===== src/pkg/chg_ctrl_pkg.sv =====
// Constants, register map and types for the charger host/default-mode and cycle control.
package chg_ctrl_pkg;

  // Clock and time base
  localparam int CLK_PERIOD_NS   = 20;
  localparam int SECOND_NS       = 1000000000;
  localparam int SECOND_CYCLES   = SECOND_NS / CLK_PERIOD_NS;
  localparam int INT_PULSE_NS    = 256000;
  localparam int INT_PULSE_CYCLES = (INT_PULSE_NS + CLK_PERIOD_NS - 1) / CLK_PERIOD_NS;
  localparam int PRESC_W         = 26;
  localparam int INT_CNT_W       = 14;

  // Register byte addresses
  localparam logic [7:0] ADDR_CHARGE_CURRENT_SETTING   = 8'h00;
  localparam logic [7:0] ADDR_CHARGE_VOLTAGE_TARGET   = 8'h01;
  localparam logic [7:0] ADDR_TERMINATION_CURRENT_SETTING  = 8'h02;
  localparam logic [7:0] ADDR_LOWV   = 8'h03;
  localparam logic [7:0] ADDR_CTRL   = 8'h04;
  localparam logic [7:0] ADDR_CMD    = 8'h05;
  localparam logic [7:0] ADDR_STATUS = 8'h06;
  localparam logic [7:0] ADDR_FLAGS  = 8'h07;

  // Reset values: charge_current_setting 50 mA/lsb, charge_voltage_target 3.5 V + 5 mV/lsb, termination_current_setting 50 mA/lsb, lowv 2.6 V + 100 mV/lsb
  localparam logic [7:0] CHARGE_CURRENT_SETTING_RST  = 8'h46;  // 3.500 A
  localparam logic [7:0] CHARGE_CURRENT_SETTING_MAX  = 8'h78;  // 6.000 A
  localparam logic [7:0] CHARGE_VOLTAGE_TARGET_RST  = 8'haa;  // 4.350 V
  localparam logic [7:0] TERMINATION_CURRENT_SETTING_RST = 8'h14;  // 1.000 A
  localparam logic [7:0] LOWV_RST  = 8'h09;  // 3.5 V
  localparam logic [7:0] CTRL_RST  = 8'he6;  // Watchdog 160 s, timer 12 h, timer and 2x on

  // Control register fields
  localparam int CTRL_EN_BIT    = 0;
  localparam int CTRL_TMREN_BIT = 1;
  localparam int CTRL_TMR2X_BIT = 2;
  localparam int CTRL_TSEL_LSB  = 4;
  localparam int CTRL_WSEL_LSB  = 6;
  // Command register fields (self clearing)
  localparam int CMD_WDRST_BIT  = 0;
  localparam int CMD_REGRST_BIT = 1;
  // Flag register fields
  localparam int FLAG_TERM  = 0;
  localparam int FLAG_WD    = 1;
  localparam int FLAG_PHASE = 2;
  localparam int FLAG_TMR   = 3;

  // Watchdog periods in seconds; code 0 disables the watchdog
  localparam logic [7:0] WD_CODE1_S = 8'h28;  // 40 s
  localparam logic [7:0] WD_CODE2_S = 8'h50;  // 80 s
  localparam logic [7:0] WD_CODE3_S = 8'ha0;  // 160 s

  // Safety timer limits in seconds (5 h, 8 h, 12 h, 20 h)
  localparam logic [16:0] TMR_CODE0_S = 17'h04650;
  localparam logic [16:0] TMR_CODE1_S = 17'h07080;
  localparam logic [16:0] TMR_CODE2_S = 17'h0a8c0;
  localparam logic [16:0] TMR_CODE3_S = 17'h11940;

  // Synchronised analog status pins
  localparam int PIN_CONV  = 0;
  localparam int PIN_LOWV  = 1;
  localparam int PIN_CHARGE_VOLTAGE_TARGET  = 2;
  localparam int PIN_TERMINATION_CURRENT_SETTING = 3;
  localparam int PIN_DPM   = 4;
  localparam int PIN_THERM = 5;
  localparam int PIN_N     = 6;

  // Charge phase codes
  localparam logic [2:0] PHASE_OFF = 3'h0;
  localparam logic [2:0] PHASE_CC  = 3'h3;
  localparam logic [2:0] PHASE_CV  = 3'h4;

  typedef enum logic [2:0] {
    ST_OFF = 3'b001,
    ST_CC  = 3'b010,
    ST_CV  = 3'b100
  } chg_state_t;

endpackage : chg_ctrl_pkg


===== src/rtl/chg_ctrl.sv =====
// Charger control: watchdog host/default mode, charge cycle sequencer, status and pulse.
//
// Overview of operation
// - Watchdog timeout stops charging, enters default mode
// - Default mode: charge needs enable plus restart
// - Watchdog status high in default mode
// - Power-on: default mode, defaults, idle, no charge
// - Restart bit write enters host mode
// - Period code zero disables the watchdog
// - Expiry restores defaults except exempt fields
// - Expired watchdog blocks charge regardless of enable
// - Register reset restores all but status and flags
// - Enabled above threshold runs cycle autonomously
// - Defaults 3.5V, 4.350V, 3.5A, 1A, 12h
// - Start needs converter, enable, current, voltage, no fault
// - Terminate on low current outside regulation
// - Termination pulses interrupt, clears enable bit
// - Phase codes 000/011/100; change pulses interrupt
// - Regulation suspends termination, halves timer rate
// - No automatic recharge; enable must toggle
// - Charge current setting reaches six amperes
// - Each event gives 256 us low pulse
// - Flags clear on read, need new edge
//
// Decided for this implementation: the address map and the strobed register port.
`timescale 1ns/1ps
`default_nettype none

module chg_ctrl
  import chg_ctrl_pkg::*;
#(
  parameter int SEC_CYCLES = SECOND_CYCLES,
  parameter int INT_CYCLES = INT_PULSE_CYCLES
) (
  input  wire logic       clk_in,
  input  wire logic       srst_in,
  input  wire logic       ce_in,
  input  wire logic [7:0] addr_in,
  input  wire logic [7:0] wdata_in,
  input  wire logic       wr_in,
  input  wire logic       rd_in,
  output logic      [7:0] rdata_out,
  input  wire logic       conv_started_in,
  input  wire logic       vbat_above_lowv_in,
  input  wire logic       vbat_at_charge_voltage_target_in,
  input  wire logic       ibat_below_termination_current_setting_in,
  input  wire logic       dpm_active_in,
  input  wire logic       therm_reg_active_in,
  output logic            charge_run_out,
  output logic            high_impedance_idle_out,
  output logic      [7:0] charge_current_setting_out,
  output logic      [7:0] charge_voltage_target_out,
  output logic      [7:0] termination_current_setting_out,
  output logic      [7:0] lowv_out,
  output logic      [2:0] charge_phase_status_out,
  output logic            watchdog_expired_status_out,
  output logic            int_n_out
);

  typedef struct packed {
    logic [PIN_N-1:0]     sync1;
    logic [PIN_N-1:0]     sync2;
    logic [PRESC_W-1:0]   presc;
    logic [7:0]           wd_sec;
    logic                 expired;
    logic                 half_ph;
    logic [16:0]          tmr_sec;
    logic                 tmr_fault;
    logic [7:0]           charge_current_setting;
    logic [7:0]           charge_voltage_target;
    logic [7:0]           termination_current_setting;
    logic [7:0]           lowv;
    logic [7:0]           ctrl;
    chg_state_t           state;
    logic [2:0]           phase;
    logic [3:0]           flags;
    logic [INT_CNT_W-1:0] int_cnt;
    logic                 int_n;
    logic [7:0]           rdata;
    logic                 term_ev;
    logic                 run;
    logic                 idle;
  } state_t;

  state_t st_r;
  state_t st_nxt;

  logic       sec_tick;
  logic [7:0] wd_limit;
  logic [16:0] tmr_limit;
  logic       regulating;
  logic       can_start;
  logic       wd_kick;
  logic       reg_rst;
  logic       wd_fire;
  logic       event_any;

  // Sync pins only cross through the second stage; nothing else reads stage one
  always_comb begin
    sec_tick   = (st_r.presc == PRESC_W'(SEC_CYCLES - 1));
    regulating = st_r.sync2[PIN_DPM] | st_r.sync2[PIN_THERM];
    wd_kick    = wr_in && (addr_in == ADDR_CMD) && wdata_in[CMD_WDRST_BIT];
    reg_rst    = wr_in && (addr_in == ADDR_CMD) && wdata_in[CMD_REGRST_BIT];
    unique case (st_r.ctrl[CTRL_WSEL_LSB +: 2])
      2'd1:    wd_limit = WD_CODE1_S;
      2'd2:    wd_limit = WD_CODE2_S;
      2'd3:    wd_limit = WD_CODE3_S;
      default: wd_limit = 8'h00;
    endcase
    unique case (st_r.ctrl[CTRL_TSEL_LSB +: 2])
      2'd0:    tmr_limit = TMR_CODE0_S;
      2'd1:    tmr_limit = TMR_CODE1_S;
      2'd2:    tmr_limit = TMR_CODE2_S;
      default: tmr_limit = TMR_CODE3_S;
    endcase
    // Watchdog period zero never fires
    wd_fire  = !st_r.expired && (wd_limit != 8'h00) && sec_tick
               && (st_r.wd_sec + 8'h01 >= wd_limit);
    can_start = !st_r.expired && st_r.ctrl[CTRL_EN_BIT] && (st_r.charge_current_setting != 8'h00)
                && st_r.sync2[PIN_CONV] && st_r.sync2[PIN_LOWV]
                && !st_r.tmr_fault;
  end

  // Next-state logic; everything holds while ce_in is low
  always_comb begin
    st_nxt    = st_r;
    event_any = 1'b0;
    if (ce_in) begin
      // Read data and the termination marker last one enabled cycle
      st_nxt.rdata   = 8'h00;
      st_nxt.term_ev = 1'b0;
      // Clear on read first, so an event in the same cycle sets its flag again
      if (rd_in && (addr_in == ADDR_FLAGS)) begin
        st_nxt.flags = 4'h0;
      end
      st_nxt.sync1 = {therm_reg_active_in, dpm_active_in, ibat_below_termination_current_setting_in,
                      vbat_at_charge_voltage_target_in, vbat_above_lowv_in, conv_started_in};
      st_nxt.sync2 = st_r.sync1;
      st_nxt.presc = sec_tick ? '0 : st_r.presc + PRESC_W'(1);

      // Register writes; current setting clamps at the 6 A ceiling
      if (wr_in) begin
        unique case (addr_in)
          ADDR_CHARGE_CURRENT_SETTING:  st_nxt.charge_current_setting  = (wdata_in > CHARGE_CURRENT_SETTING_MAX) ? CHARGE_CURRENT_SETTING_MAX : wdata_in;
          ADDR_CHARGE_VOLTAGE_TARGET:  st_nxt.charge_voltage_target  = wdata_in;
          ADDR_TERMINATION_CURRENT_SETTING: st_nxt.termination_current_setting = wdata_in;
          ADDR_LOWV:  st_nxt.lowv  = wdata_in;
          ADDR_CTRL:  st_nxt.ctrl  = wdata_in;
          default:    ;
        endcase
      end

      // Register reset keeps status and flags, defaults everything else
      if (reg_rst) begin
        st_nxt.charge_current_setting  = CHARGE_CURRENT_SETTING_RST;
        st_nxt.charge_voltage_target  = CHARGE_VOLTAGE_TARGET_RST;
        st_nxt.termination_current_setting = TERMINATION_CURRENT_SETTING_RST;
        st_nxt.lowv  = LOWV_RST;
        st_nxt.ctrl  = CTRL_RST;
      end

      // Watchdog second counter; a kick wins over a same-cycle expiry
      if (wd_kick) begin
        st_nxt.expired = 1'b0;
        st_nxt.wd_sec  = 8'h00;
      end else if (wd_fire) begin
        st_nxt.expired = 1'b1;
        st_nxt.wd_sec  = 8'h00;
        // Watchdog period field is exempt so the selected period stays in force
        st_nxt.charge_current_setting  = CHARGE_CURRENT_SETTING_RST;
        st_nxt.charge_voltage_target  = CHARGE_VOLTAGE_TARGET_RST;
        st_nxt.termination_current_setting = TERMINATION_CURRENT_SETTING_RST;
        st_nxt.lowv  = LOWV_RST;
        st_nxt.ctrl  = {st_r.ctrl[CTRL_WSEL_LSB +: 2], CTRL_RST[5:0]};
        st_nxt.flags[FLAG_WD] = 1'b1;
        event_any = 1'b1;
      end else if (!st_r.expired && sec_tick) begin
        st_nxt.wd_sec = (wd_limit == 8'h00) ? 8'h00 : st_r.wd_sec + 8'h01;
      end

      // Charge cycle sequencer
      unique case (st_r.state)
        ST_OFF: begin
          if (can_start) begin
            st_nxt.state = ST_CC;
          end
        end
        ST_CC: begin
          if (!can_start) begin
            st_nxt.state = ST_OFF;
          end else if (st_r.sync2[PIN_CHARGE_VOLTAGE_TARGET]) begin
            st_nxt.state = ST_CV;
          end
        end
        ST_CV: begin
          if (!can_start) begin
            st_nxt.state = ST_OFF;
          end else if (st_r.sync2[PIN_TERMINATION_CURRENT_SETTING] && !regulating) begin
            st_nxt.state = ST_OFF;
            st_nxt.ctrl[CTRL_EN_BIT] = 1'b0;
            st_nxt.flags[FLAG_TERM]  = 1'b1;
            st_nxt.term_ev           = 1'b1;
            event_any = 1'b1;
          end
        end
      endcase
      // Expiry defaults the enable bit too, so the cycle stops at once
      if (wd_fire) begin
        st_nxt.state = ST_OFF;
      end

      // Safety timer; under regulation it advances every other second
      if (st_r.state == ST_OFF) begin
        st_nxt.tmr_sec = 17'h00000;
        st_nxt.half_ph = 1'b0;
      end else if (sec_tick && st_r.ctrl[CTRL_TMREN_BIT] && !st_r.tmr_fault) begin
        if (regulating && st_r.ctrl[CTRL_TMR2X_BIT] && !st_r.half_ph) begin
          st_nxt.half_ph = 1'b1;
        end else begin
          st_nxt.half_ph = 1'b0;
          st_nxt.tmr_sec = st_r.tmr_sec + 17'h00001;
          if (st_r.tmr_sec + 17'h00001 >= tmr_limit) begin
            st_nxt.tmr_fault = 1'b1;
            st_nxt.flags[FLAG_TMR] = 1'b1;
            event_any = 1'b1;
          end
        end
      end
      // Fault lasts until the enable bit drops, by software write or on watchdog expiry
      if (!st_nxt.ctrl[CTRL_EN_BIT]) begin
        st_nxt.tmr_fault = 1'b0;
      end

      // Phase code follows the sequencer state
      unique case (st_nxt.state)
        ST_CC:   st_nxt.phase = PHASE_CC;
        ST_CV:   st_nxt.phase = PHASE_CV;
        default: st_nxt.phase = PHASE_OFF;
      endcase
      // Run and idle levels registered so the outputs come from flops
      st_nxt.run  = (st_nxt.state != ST_OFF);
      st_nxt.idle = (st_nxt.state == ST_OFF);
      if (st_nxt.phase != st_r.phase) begin
        st_nxt.flags[FLAG_PHASE] = 1'b1;
        event_any = 1'b1;
      end

      // Register reads; data stands only in the following cycle
      if (rd_in) begin
        unique case (addr_in)
          ADDR_CHARGE_CURRENT_SETTING:   st_nxt.rdata = st_r.charge_current_setting;
          ADDR_CHARGE_VOLTAGE_TARGET:   st_nxt.rdata = st_r.charge_voltage_target;
          ADDR_TERMINATION_CURRENT_SETTING:  st_nxt.rdata = st_r.termination_current_setting;
          ADDR_LOWV:   st_nxt.rdata = st_r.lowv;
          ADDR_CTRL:   st_nxt.rdata = st_r.ctrl;
          ADDR_CMD:    st_nxt.rdata = 8'h00;
          ADDR_STATUS: st_nxt.rdata = {3'h0, st_r.tmr_fault, st_r.phase, st_r.expired};
          ADDR_FLAGS:  st_nxt.rdata = {4'h0, st_r.flags};
          default:     st_nxt.rdata = 8'h00;
        endcase
      end

      // Interrupt pulse; a new event restarts the full low time
      if (event_any) begin
        st_nxt.int_n   = 1'b0;
        st_nxt.int_cnt = INT_CNT_W'(INT_CYCLES - 1);
      end else if (!st_r.int_n) begin
        if (st_r.int_cnt == '0) begin
          st_nxt.int_n = 1'b1;
        end else begin
          st_nxt.int_cnt = st_r.int_cnt - INT_CNT_W'(1);
        end
      end
    end
  end

  // State register; power-on lands in default mode with dog expired
  always_ff @(posedge clk_in) begin
    if (srst_in) begin
      st_r         <= '0;
      st_r.expired <= 1'b1;
      st_r.charge_current_setting    <= CHARGE_CURRENT_SETTING_RST;
      st_r.charge_voltage_target    <= CHARGE_VOLTAGE_TARGET_RST;
      st_r.termination_current_setting   <= TERMINATION_CURRENT_SETTING_RST;
      st_r.lowv    <= LOWV_RST;
      st_r.ctrl    <= CTRL_RST;
      st_r.state   <= ST_OFF;
      st_r.phase   <= PHASE_OFF;
      st_r.int_n   <= 1'b1;
      st_r.idle    <= 1'b1;
    end else begin
      st_r <= st_nxt;
    end
  end

  // All outputs straight from the state register
  assign rdata_out                   = st_r.rdata;
  assign charge_run_out              = st_r.run;
  assign high_impedance_idle_out     = st_r.idle;
  assign charge_current_setting_out                    = st_r.charge_current_setting;
  assign charge_voltage_target_out                    = st_r.charge_voltage_target;
  assign termination_current_setting_out                   = st_r.termination_current_setting;
  assign lowv_out                    = st_r.lowv;
  assign charge_phase_status_out     = st_r.phase;
  assign watchdog_expired_status_out = st_r.expired;
  assign int_n_out                   = st_r.int_n;

  // Helper: length of the current low pulse
  logic [15:0] low_len_r;
  always_ff @(posedge clk_in) begin
    if (srst_in) begin
      low_len_r <= 16'h0000;
    end else if (ce_in) begin
      // A new event restarts the measured low time
      low_len_r <= st_nxt.int_n ? 16'h0000 : (event_any ? 16'h0001 : low_len_r + 16'h0001);
    end
  end

  property p_wd_expire;
    @(posedge clk_in) disable iff (srst_in)
    (ce_in && wd_fire && !wd_kick) |=> (watchdog_expired_status_out && !charge_run_out);
  endproperty
  a_wd_expire: assert property (p_wd_expire) else $error("watchdog expiry missed");

  property p_no_charge_expired;
    @(posedge clk_in) disable iff (srst_in)
    watchdog_expired_status_out |=> !charge_run_out;
  endproperty
  a_no_charge_expired: assert property (p_no_charge_expired) else $error("charging while expired");

  property p_kick_host;
    @(posedge clk_in) disable iff (srst_in)
    (ce_in && wd_kick) |=> !watchdog_expired_status_out;
  endproperty
  a_kick_host: assert property (p_kick_host) else $error("restart did not enter host mode");

  property p_wd_off;
    @(posedge clk_in) disable iff (srst_in)
    (!watchdog_expired_status_out && st_r.ctrl[CTRL_WSEL_LSB +: 2] == 2'd0)
      |=> !watchdog_expired_status_out;
  endproperty
  a_wd_off: assert property (p_wd_off) else $error("disabled watchdog expired");

  property p_term;
    @(posedge clk_in) disable iff (srst_in)
    st_r.term_ev |-> (!st_r.ctrl[CTRL_EN_BIT] && !int_n_out && !charge_run_out);
  endproperty
  a_term: assert property (p_term) else $error("termination effects missing");

  property p_phase_int;
    @(posedge clk_in) disable iff (srst_in)
    (charge_phase_status_out != $past(charge_phase_status_out)) |-> !int_n_out;
  endproperty
  a_phase_int: assert property (p_phase_int) else $error("phase change without pulse");

  property p_pulse_max;
    @(posedge clk_in) disable iff (srst_in)
    low_len_r <= 16'(INT_CYCLES);
  endproperty
  a_pulse_max: assert property (p_pulse_max) else $error("interrupt pulse too long");

  property p_pulse_len;
    @(posedge clk_in) disable iff (srst_in)
    $rose(int_n_out) |-> ($past(low_len_r) == 16'(INT_CYCLES));
  endproperty
  a_pulse_len: assert property (p_pulse_len) else $error("interrupt pulse length wrong");

  property p_flag_clear;
    @(posedge clk_in) disable iff (srst_in)
    (ce_in && rd_in && addr_in == ADDR_FLAGS && !event_any) |=> (st_r.flags == 4'h0);
  endproperty
  a_flag_clear: assert property (p_flag_clear) else $error("flags not cleared on read");

  property p_no_recharge;
    @(posedge clk_in) disable iff (srst_in)
    (!charge_run_out && !st_r.ctrl[CTRL_EN_BIT] && !wr_in) |=> !charge_run_out;
  endproperty
  a_no_recharge: assert property (p_no_recharge) else $error("automatic recharge");

  c_start: cover property (@(posedge clk_in) disable iff (srst_in) $rose(charge_run_out));
  c_term: cover property (@(posedge clk_in) disable iff (srst_in) st_r.term_ev);
  c_expire: cover property (@(posedge clk_in) disable iff (srst_in)
    $rose(watchdog_expired_status_out));
  c_taper: cover property (@(posedge clk_in) disable iff (srst_in)
    charge_phase_status_out == PHASE_CV);

endmodule : chg_ctrl

`default_nettype wire


===== config.mk =====
export PLATFORM = sky130hd
export DESIGN_NAME = chg_ctrl
export DESIGN_NICKNAME = d
export VERILOG_FILES = /design/src/pkg/chg_ctrl_pkg.sv /design/src/rtl/chg_ctrl.sv
export SDC_FILE = /design/constraint.sdc
export NUM_CORES = 1
export LEC_CHECK = 0
export BUFFER_PORTS_ARGS = -buffer_cell sky130_fd_sc_hd__buf_2
export CORE_MARGIN = 4
export CORE_UTILIZATION = 54
export CTS_CLUSTER_SIZE = 16
export DETAILED_ROUTE_END_ITERATION = 10
export PLACE_DENSITY = 0.81
export SETUP_SLACK_MARGIN = 0.02
export SYNTH_ARGS = -nofsm -noshare
export SYNTH_HDL_FRONTEND = slang
export SYNTH_SLANG_ARGS = --single-unit

===== constraint.sdc =====
create_clock -name clk_in -period 3 [get_ports clk_in]
set_input_delay 0.6 -clock clk_in [delete_from_list [all_inputs] [get_ports clk_in]]
set_output_delay 0.6 -clock clk_in [all_outputs]
set_load 0.005 [all_outputs]

# --- After elaboration in Yosys (flattened, before gate mapping) ---
# Index checks and enable logic that the tools add are counted.
# Widths: inputs -> output; s select.
word_totals:
  elab_cells: 166
  ram_bits: 0
  memories: 0
  in_bits: 27
  register_bits: 141
  output_inout_bits: 47
  mem_bits_ro: 0
  latch_bits: 0
classes:
  mux: 66
  eq_ne: 29
  div_mod_pow: 0
  n_mul: 0
  n_lt_le_gt_ge: 3
  add_sub_neg: 4
  shifts: 0
  n_bitwise: 1
  reduce_logical: 40
op_table:
  columns: ["cell", "n"]
  rows:
  - ["$mux 40", 4]
  - ["$mux 8", 10]
  - ["$pmux 8 s7", 1]
  - ["$pmux 17 s3", 1]
  - ["$mux 18", 2]
  - ["$eq 8x3->1 const B", 4]
  - ["$mux 1", 30]
  - ["$mux 15", 2]
  - ["$add 26x1->26 const B", 1]
  - ["$eq 26x26->1 const B", 1]
  - ["$mux 26", 1]
  - ["$pmux 8 s3", 1]
  - ["$mux 3", 7]
  - ["$mux 19", 1]
  - ["$logic_and 1x1->1", 18]
  - ["$add 17x1->17 const B", 1]
  - ["$ge 17x17->1", 1]
  - ["$eq 8x2->1 const B", 2]
  - ["$logic_not 8->1", 2]
  - ["$reduce_bool 8->1", 2]
  - ["$logic_not 14->1", 1]
  - ["$mux 14", 1]
  - ["$ne 2x2->1 const B", 7]
  - ["$sub 14x1->14 const B", 1]
  - ["24 further kinds", 41]

# --- Depth between registers and ports, before layout ---
depth:
  depth_word: 21
  ltp_mapped: 16
  depth_no_buf: 15

# --- Least setup slack after synthesis ---
# No wires, ideal clock.
synth_timing:
  kind: "flip-flop to flip-flop"
  from: "reg st_r[77] (netlist name)"
  to: "reg st_r[13] (netlist name)"
  arrival_ns: 3.227
  synth_period_minus_slack_ns: 3.322
  path_stages_with_launch: 17
  setup_ns: 0.095
  path_buffers: 1
  t_required_ns: 2.905
  setup_slack_ns: -0.322
  path_cell_list: "dfxtp_1 ha_1 and3_1 and3_1 clkbuf_1 nand2_1 nor3_1 xor2_1 ha_1 nand4_1 nor4_1 nand4b_1 nand3_1 nand3_1 nand2_1 o31ai_1 a221oi_1"
synth_between:
  elab_chain_len: 10
  elab_cells_between_ends: 12
  classes_between: "1 x add/sub; 1 x order compare; 2 x eq/ne; 7 x mux; 1 x reduce/logical"
synth_rtl:
  columns: ["element", "line_no", "rtl"]
  rows:
  - ["start, declared", "chg_ctrl.sv:85", "state_t st_r;"]
  - ["start signal, assigned", "chg_ctrl.sv:292", "st_r <= st_nxt;"]
  - ["$add 17x1->17 (*)", "chg_ctrl.sv:222", "if (st_r.tmr_sec + 17'h00001 >= tmr_limit) begin"]
  - ["$ge 17x17->1 (*)", "chg_ctrl.sv:222", null]
  - ["$mux 1 (*)", "chg_ctrl.sv:222", null]
  - ["$mux 1 (*)", "chg_ctrl.sv:217", "if (regulating && st_r.ctrl[CTRL_TMR2X_BIT] && !st_r.half_ph) begin"]
  - ["$mux 1 (*)", "chg_ctrl.sv:216", "end else if (sec_tick && st_r.ctrl[CTRL_TMREN_BIT] && !st_r.tmr_fault) begin"]
  - ["$mux 1 (*)", "chg_ctrl.sv:213", "if (st_r.state == ST_OFF) begin"]
  - ["$mux 1 (*)", "chg_ctrl.sv:243", "if (st_nxt.phase != st_r.phase) begin"]
  - ["$mux 1 (*)", "chg_ctrl.sv:128", "if (ce_in) begin"]
  - ["$ne 2x2->1 (no line) / $ne 2x1->1 (equally long branches)", null, null]
  - ["$reduce_and 3->1 (no line)", null, null]
# Mark *: on every way between the ends. The rest lies on a longest branch, timed or not. The select of a mux whose other input is x is not followed.
# A chain may end at the register's enable or synchronous reset.

# --- Worst setup path after layout ---
layout_timing:
  from: "reg st_r[86] (netlist name)"
  to: "reg st_r[22] (netlist name)"
# Same word-level chain as after synthesis.

==> qor.yml <==
routing:
  drcViolationCount: 0
  wl_per_cell_um: 16.9
  drt_iter0_drc: 696
  num_vias: 7452
  viasPerCell: 5.97
  routed_wl_mm: 21.1
  drt_pass1_iterations: 5
  drtAntennaViolNets: 0
finish:
  nNetsFinal: 1110
  drive_above_1_share: 0.261
  antenna-diode-count: 0
  final_util: 0.683
  nFillCells: 1079
  multi_input_area_um2: 4740
  layout-area-overhead-vs-synth_pct: 23.3
  register_area_um2: 2820
timing:
  finalMaxSlewViolations: 0
  setup_viol: 13
  skew_ps: 4.07
  hold_viol: 0
  fin_tns_setup_ps: -650
  max_freq_ghz: 0.323
  setup_ws_ps: -98.9
  slew_headroom: 0.389
  rsz0062_at_grt: "yes"
  fin_crit_sh: 1.03
  worstMarginPinSlew_ps: 917
  fin_crit_ps: 3100
  timing.hold.ws_ps: 415
run:
  max-cap-violations: 0
floorplanning:
  die_h_um: 128
  fp.coreArea_um2: 14000
  rows: 43
  start_util: 0.554
  die_x_um: 128
  die_area_um2: 16300
  ios: 74
clock_tree:
  cts_sinks: 140
  clockBufferDepth: 2
  cts_inserted_buffers: 17
  path_clk_slew_ps: 60
  cts-htree-levels: 4
  holdBufCountCts: 0
  root_buffer: "clkbuf_16"
  clkLatencyLatePin_ps: 420
  cts_tree: "built"
synth:
  avgSynthCellArea_um2: 8.06
  syn-cell-area_um2: 7740
  synth_area_leader_cell: "dfxtp_1"
  yosys_warnings: 0
  synth_edf_count: 0
  synth_commonest_cells: "140 x dfxtp_1, 120 x nand2_1, 112 x nor2_1"
  synthArstFlopShare: 0
  ys_seq_area_frac: 0.362
  syn_inst: 961
  yosysUniqueCellTypes: 71
  synth_top_area_frac: 0.362
  yosys_most_used_dff: "dfxtp_1"
  syn-num-nets: 1015
  synth-seq-cells: 140
  yosys-top-cells-area: "dfxtp_1 36%, nand2_1 5.8%, nor2_1 5.4%, a21oi_1 4.5%, ha_1 4.4%"
  yosysMostFrequentCell: "dfxtp_1"
worst_setup_path:
  worst-path-max-fanout: 5
  endpoint_kind: "flip-flop"
  startpoint_type: "flip-flop"
  crit_type: "flip-flop to flip-flop"
  worstPathArrival_ps: 3450
  cp_data_required_time_ps: 3350
global_route:
  grt_pass1_vias: 7036
  antenna_found_initial: 0
  grt_max_degree: 80
  use_met3: 0.0504
  grt_use_met1: 0.330
  grt_util_met2: 0.396
  grt_overflow: 0
  global_route.peak_usage_layer: "met2"
  grt_pass1_wl_mm: 33.8
  grt_usage: 0.253
power:
  p_leak_nw: 3.84
  powerDensity_nw_per_um2: 455
  ir_drop_uv: 421
placement:
  dp_hpwl_mm: 14.2
  gp_congestion: 0.949
  port_buffers: 73
status:
  failed_checks: "negative setup slack"
  status: "finished, violations left"
worst_hold_path:
  min_path_type: "input port to flip-flop"
worst max-delay path, cell delays in order, from the launching register on:
cell and delay, ps:
dfxtp_4 360, nand3_4 90, nor3_4 190, nand4_1 210, nor3_4 280, xor2_2 240
ha_4 250, nand4_1 150, buf_4 140, inv_2 40, a21oi_4 140, nand3_2 120
nand3_2 100, nand2_4 90, buf_4 140, buf_6 120, a211o_1 220, a21oi_1 130
logic make-up after synthesis:
kind of cell,share of synthesized area
adders and majority gates,0.0436
and+or+nand+nor,0.253
xor gates and xnor gates,0.0407
muxes,0.0469
DFF,0.362
AOI/OAI and AO/OA,0.178
buffers and inverters,0.0761
final cells by class:
type	count	share of cell area
clock buffers	23	0.0501
inverters	29	0.0114
repair buffers	160	0.111
well taps	180	0.0236
multi-input cells	708	0.496
clock inverters	9	0.0117
flip-flops and latches	140	0.296
path summary, 6_finish.rpt:
| path | from | to | slack, ps | cells past startpoint |
|---|---|---|---|---|
| setup / recovery | st_r[86] | st_r[22] | -100 | 17 |
| hold / removal | therm_reg_active_in | st_r[141] | 420 | 3 |
| setup reg to reg | st_r[86] | st_r[22] | -100 | 17 |
| hold reg to reg | st_r[27] | st_r[27] | 450 | 2 |
power breakdown:
group / leakage [nW] / internal, mW / switching (mW) / total, mW
sequential: 1.14 / 1.88 / 0.0254 / 1.91
combinational: 2.42 / 0.116 / 0.207 / 0.323
clock: 0.284 / 1.29 / 0.818 / 2.11
metrics by stage:
stage                     total power, mW  instances  worst slack [ps]  instance area (um^2)
after floorplan                      2.15        961              16.2                  7770
after global placement               2.24       1202              -119                  8430
after detailed placement             2.24       1202              -228                  8430
after CTS                            4.32       1239             -64.3                  9180
after global routing                 4.48       1249              -344                  9550
final                                4.34       1249             -98.9                  9550
cell usage in the layout, fill, tap and decap left out, types with 6 or more instances in the layout:
cell / count
a21oi_1: 68
xor2_1: 17
nor3_1: 16
or3_1: 10
ha_1: 24
clkbuf_16: 18
o21ai_0: 48
buf_2: 73
nor2b_1: 13
inv_1: 26
nand2_1: 118
nor2_1: 107
o22ai_1: 6
a22o_1: 11
a221oi_2: 9
nand3_1: 34
a22oi_1: 18
xnor2_1: 13
nand4_1: 19
buf_4: 81
and3_1: 10
dfxtp_1: 131
mux2i_1: 19
o21ai_1: 7
nor3b_1: 6
and2_1: 6
repair_timing:
item,4_1_cts,5_1_grt
gates cloned,0,1
setup endpoints to repair,33,61
buffers inserted,5,9
gates resized for setup,26,57
pin swaps,13,36
sequential cells by signal (all words and copies together), names as in the netlist:
register and flops:
termination_current_setting_out 8, int_n_out 1, high_impedance_idle_out 1, st_r 94
watchdog_expired_status_out 1, charge_phase_status_out 2, rdata_out 8, charge_run_out 1
lowv_out 8, charge_voltage_target_out 8, charge_current_setting_out 8
layer usage:
metal  up-vias  routed length, um  share of wire
met2       332               9680           0.46
li1       3571                  -              -
met5         -                  0              0
met3        73               1560          0.074
met1      3476               8950           0.42
met4         0                882          0.042
Note: power is estimated with default switching activity, not from simulation.
